## config.mk

```make
export PLATFORM = sky130hd
export DESIGN_NAME = echo_group_control_reg1
export DESIGN_NICKNAME = d
export VERILOG_FILES = /design/src/ctrl_one_pkg.sv /design/src/coef_mem.sv /design/src/echo_group_control_reg1.sv
export SDC_FILE = /design/constraint.sdc
export NUM_CORES = 1
export LEC_CHECK = 0
export BUFFER_PORTS_ARGS = -buffer_cell sky130_fd_sc_hd__buf_4
export CELL_PAD_IN_SITES_DETAIL_PLACEMENT = 0
export CELL_PAD_IN_SITES_GLOBAL_PLACEMENT = 2
export CORE_ASPECT_RATIO = 0.75
export CORE_MARGIN = 8
export CORE_UTILIZATION = 45
export CTS_CLUSTER_DIAMETER = 150
export DETAILED_ROUTE_END_ITERATION = 12
export PLACE_DENSITY_LB_ADDON = 0.25
export SLEW_MARGIN = 15
export SYNTH_ARGS = -nofsm -noshare
export SYNTH_HDL_FRONTEND = slang
export SYNTH_SLANG_ARGS = --single-unit
```

## constraint.sdc

```tcl
create_clock -name sys_clk -period 5.3 [get_ports sys_clk]
set_input_delay 1.06 -clock sys_clk [delete_from_list [all_inputs] [get_ports sys_clk]]
set_output_delay 1.06 -clock sys_clk [all_outputs]
set_load 0.1 [all_outputs]
```

## src/ctrl_one_pkg.sv

```systemverilog
package ctrl_one_pkg;
  // ------------------------------------------------------------
  // Register map
  // ------------------------------------------------------------
  localparam logic [7:0] A_CTRL_ONE_OFS  = 8'h00;
  localparam logic [7:0] B_CTRL_ONE_OFS  = 8'h20;
  localparam logic [7:0] A_RESET_VALUE   = 8'h00;
  localparam logic [7:0] B_RESET_VALUE   = 8'h02;
  localparam logic [7:0] NO_REG_VALUE    = 8'h00;
  // ------------------------------------------------------------
  // Field positions
  // ------------------------------------------------------------
  localparam int INIT_BIT      = 7;
  localparam int NOISE_OFF_BIT = 6;
  localparam int B2B_BIT       = 5;
  localparam int PAD_BIT       = 4;
  localparam int BYPASS_BIT    = 3;
  localparam int FREEZE_BIT    = 2;
  localparam int FIXED_BIT     = 1;
  localparam int CASCADE_BIT   = 0;
  // ------------------------------------------------------------
  // Timing
  // ------------------------------------------------------------
  localparam int INIT_CYCLES   = 16;
  localparam int INIT_CNT_W    = 5;
  localparam int COEF_TAPS     = 8;
endpackage : ctrl_one_pkg

```

## src/coef_mem.sv

```systemverilog
`timescale 1ns/10ps
// Small coefficient store with registered read and bulk clear
module coef_mem #(
  parameter int DEPTH = 8,
  parameter int WIDTH = 16,
  parameter int AW    = 3
) (
  // Clock and reset
  input  wire logic             sys_clk,
  input  wire logic             rst,
  // Access
  input  wire logic             clear,
  input  wire logic             wr_en,
  input  wire logic [AW-1:0]    addr,
  input  wire logic [WIDTH-1:0] wr_data,
  output logic      [WIDTH-1:0] rd_data
);
  logic [WIDTH-1:0] mem_reg [DEPTH];

  // ------------------------------------------------------------
  // Storage, one entry per generate step
  // ------------------------------------------------------------
  for (genvar i = 0; i < DEPTH; i++) begin : g_entry
    always_ff @(posedge sys_clk) begin
      if (rst || clear) begin
        mem_reg[i] <= '0;
      end else if (wr_en && addr == AW'(i)) begin
        mem_reg[i] <= wr_data;
      end
    end
  end

  // Registered read port, forced to zero while the store is being cleared
  always_ff @(posedge sys_clk) begin
    if (rst || clear) begin
      rd_data <= '0;
    end else begin
      rd_data <= mem_reg[addr];
    end
  end
endmodule : coef_mem

```

## src/echo_group_control_reg1.sv

```systemverilog
`timescale 1ns/10ps
// Functional notes
// - Writing one to bit 7 runs initialisation; all settings and the bit return to the copy's reset value.
// - Bit 6 high stops noise injection; low keeps it on.
// - Bit 5 high selects back-to-back configuration; low selects normal.
// - Bit 4 high adds 12dB attenuation on receive path.
// - Bit 3 high passes send and receive data straight through.
// - During bypass coefficients are held zero and adaptation halts.
// - Bit 2 high freezes adaptation; cancelling continues with old coefficients.
// - Copy A bit 0 high cascades both cancellers into one 128ms canceller.
module echo_group_control_reg1 #(
  parameter int INIT_LEN = ctrl_one_pkg::INIT_CYCLES
) (
  // Clock and reset
  input  wire logic       sys_clk,
  input  wire logic       rst,
  // Register port
  input  wire logic [7:0] reg_addr,
  input  wire logic [7:0] reg_wdata,
  input  wire logic       reg_wr,
  input  wire logic       reg_rd,
  output logic      [7:0] reg_rdata,
  // Canceller A controls
  output logic            a_init_busy,
  output logic            a_noise_injection_off,
  output logic            a_back_to_back_select,
  output logic            a_rx_pad_on,
  output logic            a_bypass,
  output logic            a_adapt_freeze,
  output logic            a_adapt_enable,
  output logic            a_coef_clear,
  // Canceller B controls
  output logic            b_init_busy,
  output logic            b_noise_injection_off,
  output logic            b_back_to_back_select,
  output logic            b_rx_pad_on,
  output logic            b_bypass,
  output logic            b_adapt_freeze,
  output logic            b_adapt_enable,
  output logic            b_coef_clear,
  // Group mode
  output logic            extended_delay_cascade,
  // Coefficient store access (canceller A)
  input  wire logic       coef_wr,
  input  wire logic [2:0] coef_addr,
  input  wire logic [15:0] coef_wdata,
  output logic      [15:0] coef_rdata
);
  logic [7:0] a_reg;
  logic [7:0] b_reg;
  logic [ctrl_one_pkg::INIT_CNT_W-1:0] a_cnt_reg;
  logic [ctrl_one_pkg::INIT_CNT_W-1:0] b_cnt_reg;
  logic       a_hit;
  logic       b_hit;

  assign a_hit = reg_wr && reg_addr == ctrl_one_pkg::A_CTRL_ONE_OFS;
  assign b_hit = reg_wr && reg_addr == ctrl_one_pkg::B_CTRL_ONE_OFS;

  // ------------------------------------------------------------
  // Control register copy A
  // ------------------------------------------------------------
  // Init bit stays set while the sequence runs, then all return to reset
  always_ff @(posedge sys_clk) begin
    if (rst) begin
      a_reg <= ctrl_one_pkg::A_RESET_VALUE;
    end else if (a_reg[ctrl_one_pkg::INIT_BIT]) begin
      if (a_cnt_reg == ctrl_one_pkg::INIT_CNT_W'(INIT_LEN - 1)) begin
        a_reg <= ctrl_one_pkg::A_RESET_VALUE;
      end
    end else if (a_hit) begin
      a_reg <= reg_wdata;
    end
  end

  // Init sequence counter A
  always_ff @(posedge sys_clk) begin
    if (rst || !a_reg[ctrl_one_pkg::INIT_BIT]) begin
      a_cnt_reg <= '0;
    end else begin
      a_cnt_reg <= a_cnt_reg + 1'b1;
    end
  end

  // ------------------------------------------------------------
  // Control register copy B
  // ------------------------------------------------------------
  always_ff @(posedge sys_clk) begin
    if (rst) begin
      b_reg <= ctrl_one_pkg::B_RESET_VALUE;
    end else if (b_reg[ctrl_one_pkg::INIT_BIT]) begin
      if (b_cnt_reg == ctrl_one_pkg::INIT_CNT_W'(INIT_LEN - 1)) begin
        b_reg <= ctrl_one_pkg::B_RESET_VALUE;
      end
    end else if (b_hit) begin
      b_reg <= reg_wdata;
    end
  end

  // Init sequence counter B
  always_ff @(posedge sys_clk) begin
    if (rst || !b_reg[ctrl_one_pkg::INIT_BIT]) begin
      b_cnt_reg <= '0;
    end else begin
      b_cnt_reg <= b_cnt_reg + 1'b1;
    end
  end

  // ------------------------------------------------------------
  // Read port
  // ------------------------------------------------------------
  always_ff @(posedge sys_clk) begin
    if (rst) begin
      reg_rdata <= ctrl_one_pkg::NO_REG_VALUE;
    end else if (reg_rd && reg_addr == ctrl_one_pkg::A_CTRL_ONE_OFS) begin
      reg_rdata <= a_reg;
    end else if (reg_rd && reg_addr == ctrl_one_pkg::B_CTRL_ONE_OFS) begin
      reg_rdata <= b_reg;
    end else begin
      reg_rdata <= ctrl_one_pkg::NO_REG_VALUE;
    end
  end

  // ------------------------------------------------------------
  // Control decode
  // ------------------------------------------------------------
  // Canceller A
  assign a_init_busy           = a_reg[ctrl_one_pkg::INIT_BIT];
  assign a_noise_injection_off = a_reg[ctrl_one_pkg::NOISE_OFF_BIT];
  assign a_back_to_back_select = a_reg[ctrl_one_pkg::B2B_BIT];
  assign a_rx_pad_on           = a_reg[ctrl_one_pkg::PAD_BIT];
  assign a_bypass              = a_reg[ctrl_one_pkg::BYPASS_BIT];
  assign a_adapt_freeze        = a_reg[ctrl_one_pkg::FREEZE_BIT];
  assign a_coef_clear          = a_bypass;
  assign a_adapt_enable        = !a_bypass && !a_adapt_freeze;
  // Canceller B
  assign b_init_busy           = b_reg[ctrl_one_pkg::INIT_BIT];
  assign b_noise_injection_off = b_reg[ctrl_one_pkg::NOISE_OFF_BIT];
  assign b_back_to_back_select = b_reg[ctrl_one_pkg::B2B_BIT];
  assign b_rx_pad_on           = b_reg[ctrl_one_pkg::PAD_BIT];
  assign b_bypass              = b_reg[ctrl_one_pkg::BYPASS_BIT];
  assign b_adapt_freeze        = b_reg[ctrl_one_pkg::FREEZE_BIT];
  assign b_coef_clear          = b_bypass;
  assign b_adapt_enable        = !b_bypass && !b_adapt_freeze;
  // Cascade comes only from copy A; copy B bit 0 is ignored
  assign extended_delay_cascade = a_reg[ctrl_one_pkg::CASCADE_BIT];

  // ------------------------------------------------------------
  // Coefficient store, cleared and write-locked in bypass
  // ------------------------------------------------------------
  coef_mem #(
    .DEPTH (ctrl_one_pkg::COEF_TAPS),
    .WIDTH (16),
    .AW    (3)
  ) u_coef (
    .sys_clk (sys_clk),
    .rst     (rst),
    .clear   (a_coef_clear),
    .wr_en   (coef_wr && a_adapt_enable),
    .addr    (coef_addr),
    .wr_data (coef_wdata),
    .rd_data (coef_rdata)
  );

  // ------------------------------------------------------------
  // Assertions
  // ------------------------------------------------------------
  a_init_self_clear: assert property (@(posedge sys_clk) disable iff (rst)
    $rose(a_reg[7]) |-> ##INIT_LEN (a_reg == ctrl_one_pkg::A_RESET_VALUE))
    else $error("init bit A did not self clear");
  a_write_stores: assert property (@(posedge sys_clk) disable iff (rst)
    (a_hit && !a_reg[7]) |=> (a_reg == $past(reg_wdata)))
    else $error("write to A not stored");
  a_read_data: assert property (@(posedge sys_clk) disable iff (rst)
    (reg_rd && reg_addr == 8'h20) |=> (reg_rdata == $past(b_reg)))
    else $error("read of B wrong");
  a_noise_follow: assert property (@(posedge sys_clk) disable iff (rst)
    (b_hit && !b_reg[7]) |=> (b_noise_injection_off == $past(reg_wdata[6])))
    else $error("noise control B wrong");
  a_b2b_follow: assert property (@(posedge sys_clk) disable iff (rst)
    (a_hit && !a_reg[7]) |=> (a_back_to_back_select == $past(reg_wdata[5])))
    else $error("back to back A wrong");
  a_pad_follow: assert property (@(posedge sys_clk) disable iff (rst)
    (a_hit && !a_reg[7]) |=> (a_rx_pad_on == $past(reg_wdata[4])))
    else $error("pad A wrong");
  a_bypass_halts: assert property (@(posedge sys_clk) disable iff (rst)
    a_bypass |-> !a_adapt_enable ##1 (coef_rdata == 16'h0000))
    else $error("bypass did not clear coefficients");
  a_bypass_follow: assert property (@(posedge sys_clk) disable iff (rst)
    (b_hit && !b_reg[7]) |=> (b_bypass == $past(reg_wdata[3])))
    else $error("bypass B wrong");
  a_freeze_holds: assert property (@(posedge sys_clk) disable iff (rst)
    a_adapt_freeze |-> !a_adapt_enable)
    else $error("freeze did not stop adaptation");
  a_cascade_src: assert property (@(posedge sys_clk) disable iff (rst)
    (a_hit && !a_reg[7]) |=> (extended_delay_cascade == $past(reg_wdata[0])))
    else $error("cascade not from copy A");

  c_init_run:  cover property (@(posedge sys_clk) $rose(a_reg[7]));
  c_bypass_on: cover property (@(posedge sys_clk) $rose(b_bypass));
  c_cascade:   cover property (@(posedge sys_clk) $rose(extended_delay_cascade));
endmodule : echo_group_control_reg1

```

Word-level counts from Yosys, hierarchy flattened:

Memory sizes are Yosys's and may differ from the RTL's. A register that Yosys moved wholly into a read port is not among the register bits.
Cells that the tools add are included.
Widths: inputs -> output; s select.

* add/sub/neg operators: 2
* eq/ne operators: 12
* mux-type cells: 42
* reduce and logical (&&, ||, !) cells: 30
* bitwise gates (word level): 8

Operators by type and width (count)
* $mux 16: 8
* $mux 8: 8
* $mux 1: 26
* $logic_and 1x1->1: 15
* $eq 3x3->1 const B: 4
* $add 5x1->5 const B: 2
* $eq 5x4->1 const B: 2
* $eq 8x6->1 const B: 1
* $logic_not 8->1: 1
* $or 1x1->1: 8
* $eq 3x2->1 const B: 2
* $logic_not 1->1: 6
* $ne 2x1->1 const B: 2
* $reduce_and 2->1: 2
* $reduce_bool 2->1: 2
* $eq 3x1->1 const B: 1
* $logic_not 3->1: 1
* $logic_or 1x1->1: 3

* output and inout port bits: 41
* bits of input ports: 40
* memory bits (writable): 128
* register bits: 34
* memories kept: 1
* logic and storage cells: 102

Memories
* u_coef.mem_reg: depth 8, width 16, rd ports 1, clocked after memory_dff 1, wr ports 8, line coef_mem.sv:18 `logic [WIDTH-1:0] mem_reg [DEPTH];`

Logic depth before layout (Yosys ltp):

* depth after elaboration: 8
* gate-level depth with buffers: 6
* depth with buffers taken out: 6

Modules after synthesis:

Synthesis repeated with hierarchy kept, for this count alone.

* cell total of the unflattened synthesis: 558
* area total of the unflattened synthesis: 7711.1 um2

By module, submodules not included
* coef_mem: sequential area each 4164.0 um2, cells an instance 422, area an instance 6327.3 um2, times used 1
* echo_group_control_reg1: sequential area each 680.7 um2, cells an instance 136, area an instance 1383.8 um2, times used 1

Worst setup path before layout:

Ideal clock, no wire load.

* path type: input to register
* start: input port coef_addr[2]
* end: memory u_coef.mem_reg[0][0], enable pin
* stages on the path: 3
* arrival: 2971 ps
* setup slack: 1915 ps
* required time: 4886 ps
* library setup time: 414 ps
* path buffers: 1
* path through: or4b_4 -> buf_6 -> o31ai_1

RTL lines
* from (decl): line echo_group_control_reg1.sv:45 `input wire logic [2:0] coef_addr,`
* to (decl): line coef_mem.sv:18

==> out/qor.yml <==
syn_area_um2: 7660
synth.mux.area_fraction_pct: 11.2
fin_area_um2: 9040
met3WireLength_um: 1010
r2r_slack_ns: 2.90
grtUsageTotal_pct: 16.8
highest_layer: "met4"
gp_congestion: 0.737
dpl_cell_area_um2: 8420
antenna_found_initial: 0
vias: 4383
critPathMaxFanout: 39
drt_iter0_drc: 240
fin_crit_ns: 2.76
grt.overflow.total: 0
worstReg2RegStart: "a_reg[3]"
drv_slew: 0
multi_input_area_um2: 2600
via_per_inst: 5.35
place_hpwl_um: 11400
wire_per_inst_um: 21.2
required_ns: 5.58
hold_class: "reg2reg"
htreeDepth: 4
numCtsBuffers: 17
relSlewSlack_pct: 21.6
setup_slack_ns: 2.54
synthCells: 514
fp-row-count: 41
grt_pass1_wl_um: 27000
ys_types: 40
start_util_pct: 45.8
fin_util_pct: 54.0
drive_above_1_share_pct: 28.8
die_w_um: 167
layout.nets: 636
ant_nets: 0
largest_register_ffs: 128
core_area_um2: 16700
ir_drop_mv: 0.229
ios: 81
layout_commonest_cell: "edfxtp_1"
rsz0062_at_grt: "false"
synth-compound-area-share_pct: 3.23
tritoncts: "yes"
worstMarginPinSlew_ns: 1.17
grt_pass1_vias: 4684
finClkSkew_ns: 0.0154
leakagePower_nw: 3.35
routed_wl_um: 17400
maxCapViolCount: 0
chipHeight_um: 129
final_cell_mix: "edfxtp_1 (128), and2_1 (123), buf_4 (91)"
cp-end-kind: "register"
synthAdderAreaFrac_pct: 0.653
fin_crit_sh_pct: 52.1
crit_type: "in2reg"
cts_hold_buf: 0
setup_violations: 0
r2r_cells: 3
root_buffer: "clkbuf_16"
postCtsResizedCells: 0
synth_top_family_by_area: "simple AND/OR/NAND/NOR gates"
cts.sinks: 178
die_area_um2: 21500
clk_latency_ns: 0.43
n_antenna_cell: 0
synth_seq_cells: 178
synthesis.nets: 558
cts_setup_buffers: 0
nFillCells: 1369
drt_pass1_iterations: 4
critical_path.startpoint: "coef_addr[0]"
ys_seq_area_share_pct: 63.3
synth_edf_count: 128
syn_avg_cell_area_um2: 14.9
yosys_warnings: 0
p_total_w: 0.00321
dp_slack_ns: 2.02
fin_setup_tns_ns: 0
path_clk_slew_ns: 0.06
hold_violations: 0
r2r-end: "u_coef.mem_reg[0][6]"
crit_path_start_kind: "input port"
synthArstFlopShare_pct: 0
syn_to_final_growth_pct: 18.0
status: "finished clean"
io_buffers: 80
seq_area_um2: 4840
crit_path_end: "u_coef.mem_reg[5][7]"
drt-met1-wl_um: 7970
grt_max_degree: 45
p_per_area_nw_per_um2: 356
synth_flop_cell: "edfxtp_1"
cts_buffer_depth: 2
cp.arrival_ns: 3.05
wl_met2_um: 8260
synthXorXnorAreaFrac_pct: 0.457
synth-simple-area-share_pct: 18.2
fmax_ghz: 0.362
route.detailed.drc: 0
-- cell type report --
type,count,area share (%)
multi-input combinational,299,28.8
sequential,178,53.6
tap,215,2.98
clock inverter,13,2.04
clock buffer,19,4.79
inverter,5,0.208
timing repair buffer,91,7.56
-- per-stage QoR --
| stage | hold slack, ns | cells |
|---|---|---|
| after detailed placement | 0.445 | 788 |
| after global placement | 0.429 | 788 |
| after floorplan | 0.418 | 514 |
| after global routing | 0.474 | 820 |
| after CTS | 0.454 | 820 |
| final | 0.446 | 820 |
-- how the worst min path moves through the flow --
stage / startpoint / to / slack, ns / cells past startpoint
2_1_floorplan: b_cnt_reg[0] / b_cnt_reg[0] / 0.42 / 1
3_3_place_gp: b_cnt_reg[0] / b_cnt_reg[0] / 0.43 / 1
3_5_place_dp: a_cnt_reg[0] / a_cnt_reg[0] / 0.44 / 1
4_1_cts: a_cnt_reg[0] / a_cnt_reg[0] / 0.45 / 1
5_1_grt: a_cnt_reg[0] / a_cnt_reg[0] / 0.47 / 1
6_report: a_cnt_reg[0] / a_cnt_reg[0] / 0.45 / 1
-- critical path: stages --
cell and delay (ns):
buf_4 0.57, nand2b_1 0.29, nor3_2 0.87, and2_1 0.23
-- metal layers --
metal	up-vias	global-route usage, %
li1	2068	-
met1	2201	22.5
met2	105	26.7
met3	9	5.05
met4	0	3.59
met5	-	0
-- power by group --
part           leakage [nW]  total [W]  switching, W  internal [W]
sequential             1.64    0.00159     0.0000220       0.00157
combinational          1.41   0.000306      0.000202      0.000105
clock                 0.294    0.00132      0.000528      0.000790
total                  3.35    0.00321      0.000751       0.00246
-- Yosys cell counts (3+ instances only) --
master | count | area share [%]
a21oi_1 | 8 | 0.52
a22o_1 | 16 | 1.8
and2_1 | 123 | 10
and2_2 | 6 | 0.59
and3_1 | 3 | 0.25
buf_2 | 5 | 0.33
buf_6 | 7 | 1.0
clkbuf_1 | 16 | 0.78
dfxtp_1 | 50 | 13
edfxtp_1 | 128 | 50
ha_1 | 4 | 0.65
inv_1 | 5 | 0.25
mux2i_1 | 14 | 1.8
mux4_2 | 32 | 9.4
nand2_1 | 3 | 0.15
nand2b_1 | 12 | 0.98
nand3_1 | 3 | 0.20
nand3b_1 | 13 | 1.3
nand4_1 | 16 | 1.3
nor2_1 | 15 | 0.74
nor3_2 | 3 | 0.39
nor3_4 | 3 | 0.64
o21ai_0 | 6 | 0.39
-- kinds of logic after synthesis --
family | Yosys count
flops | 178
xor+xnor | 4
fa+ha+maj | 4
simple gates | 210
buf+inv | 37
compound gates | 35
mux | 46
No activity file was read; power rests on OpenSTA's default activity.
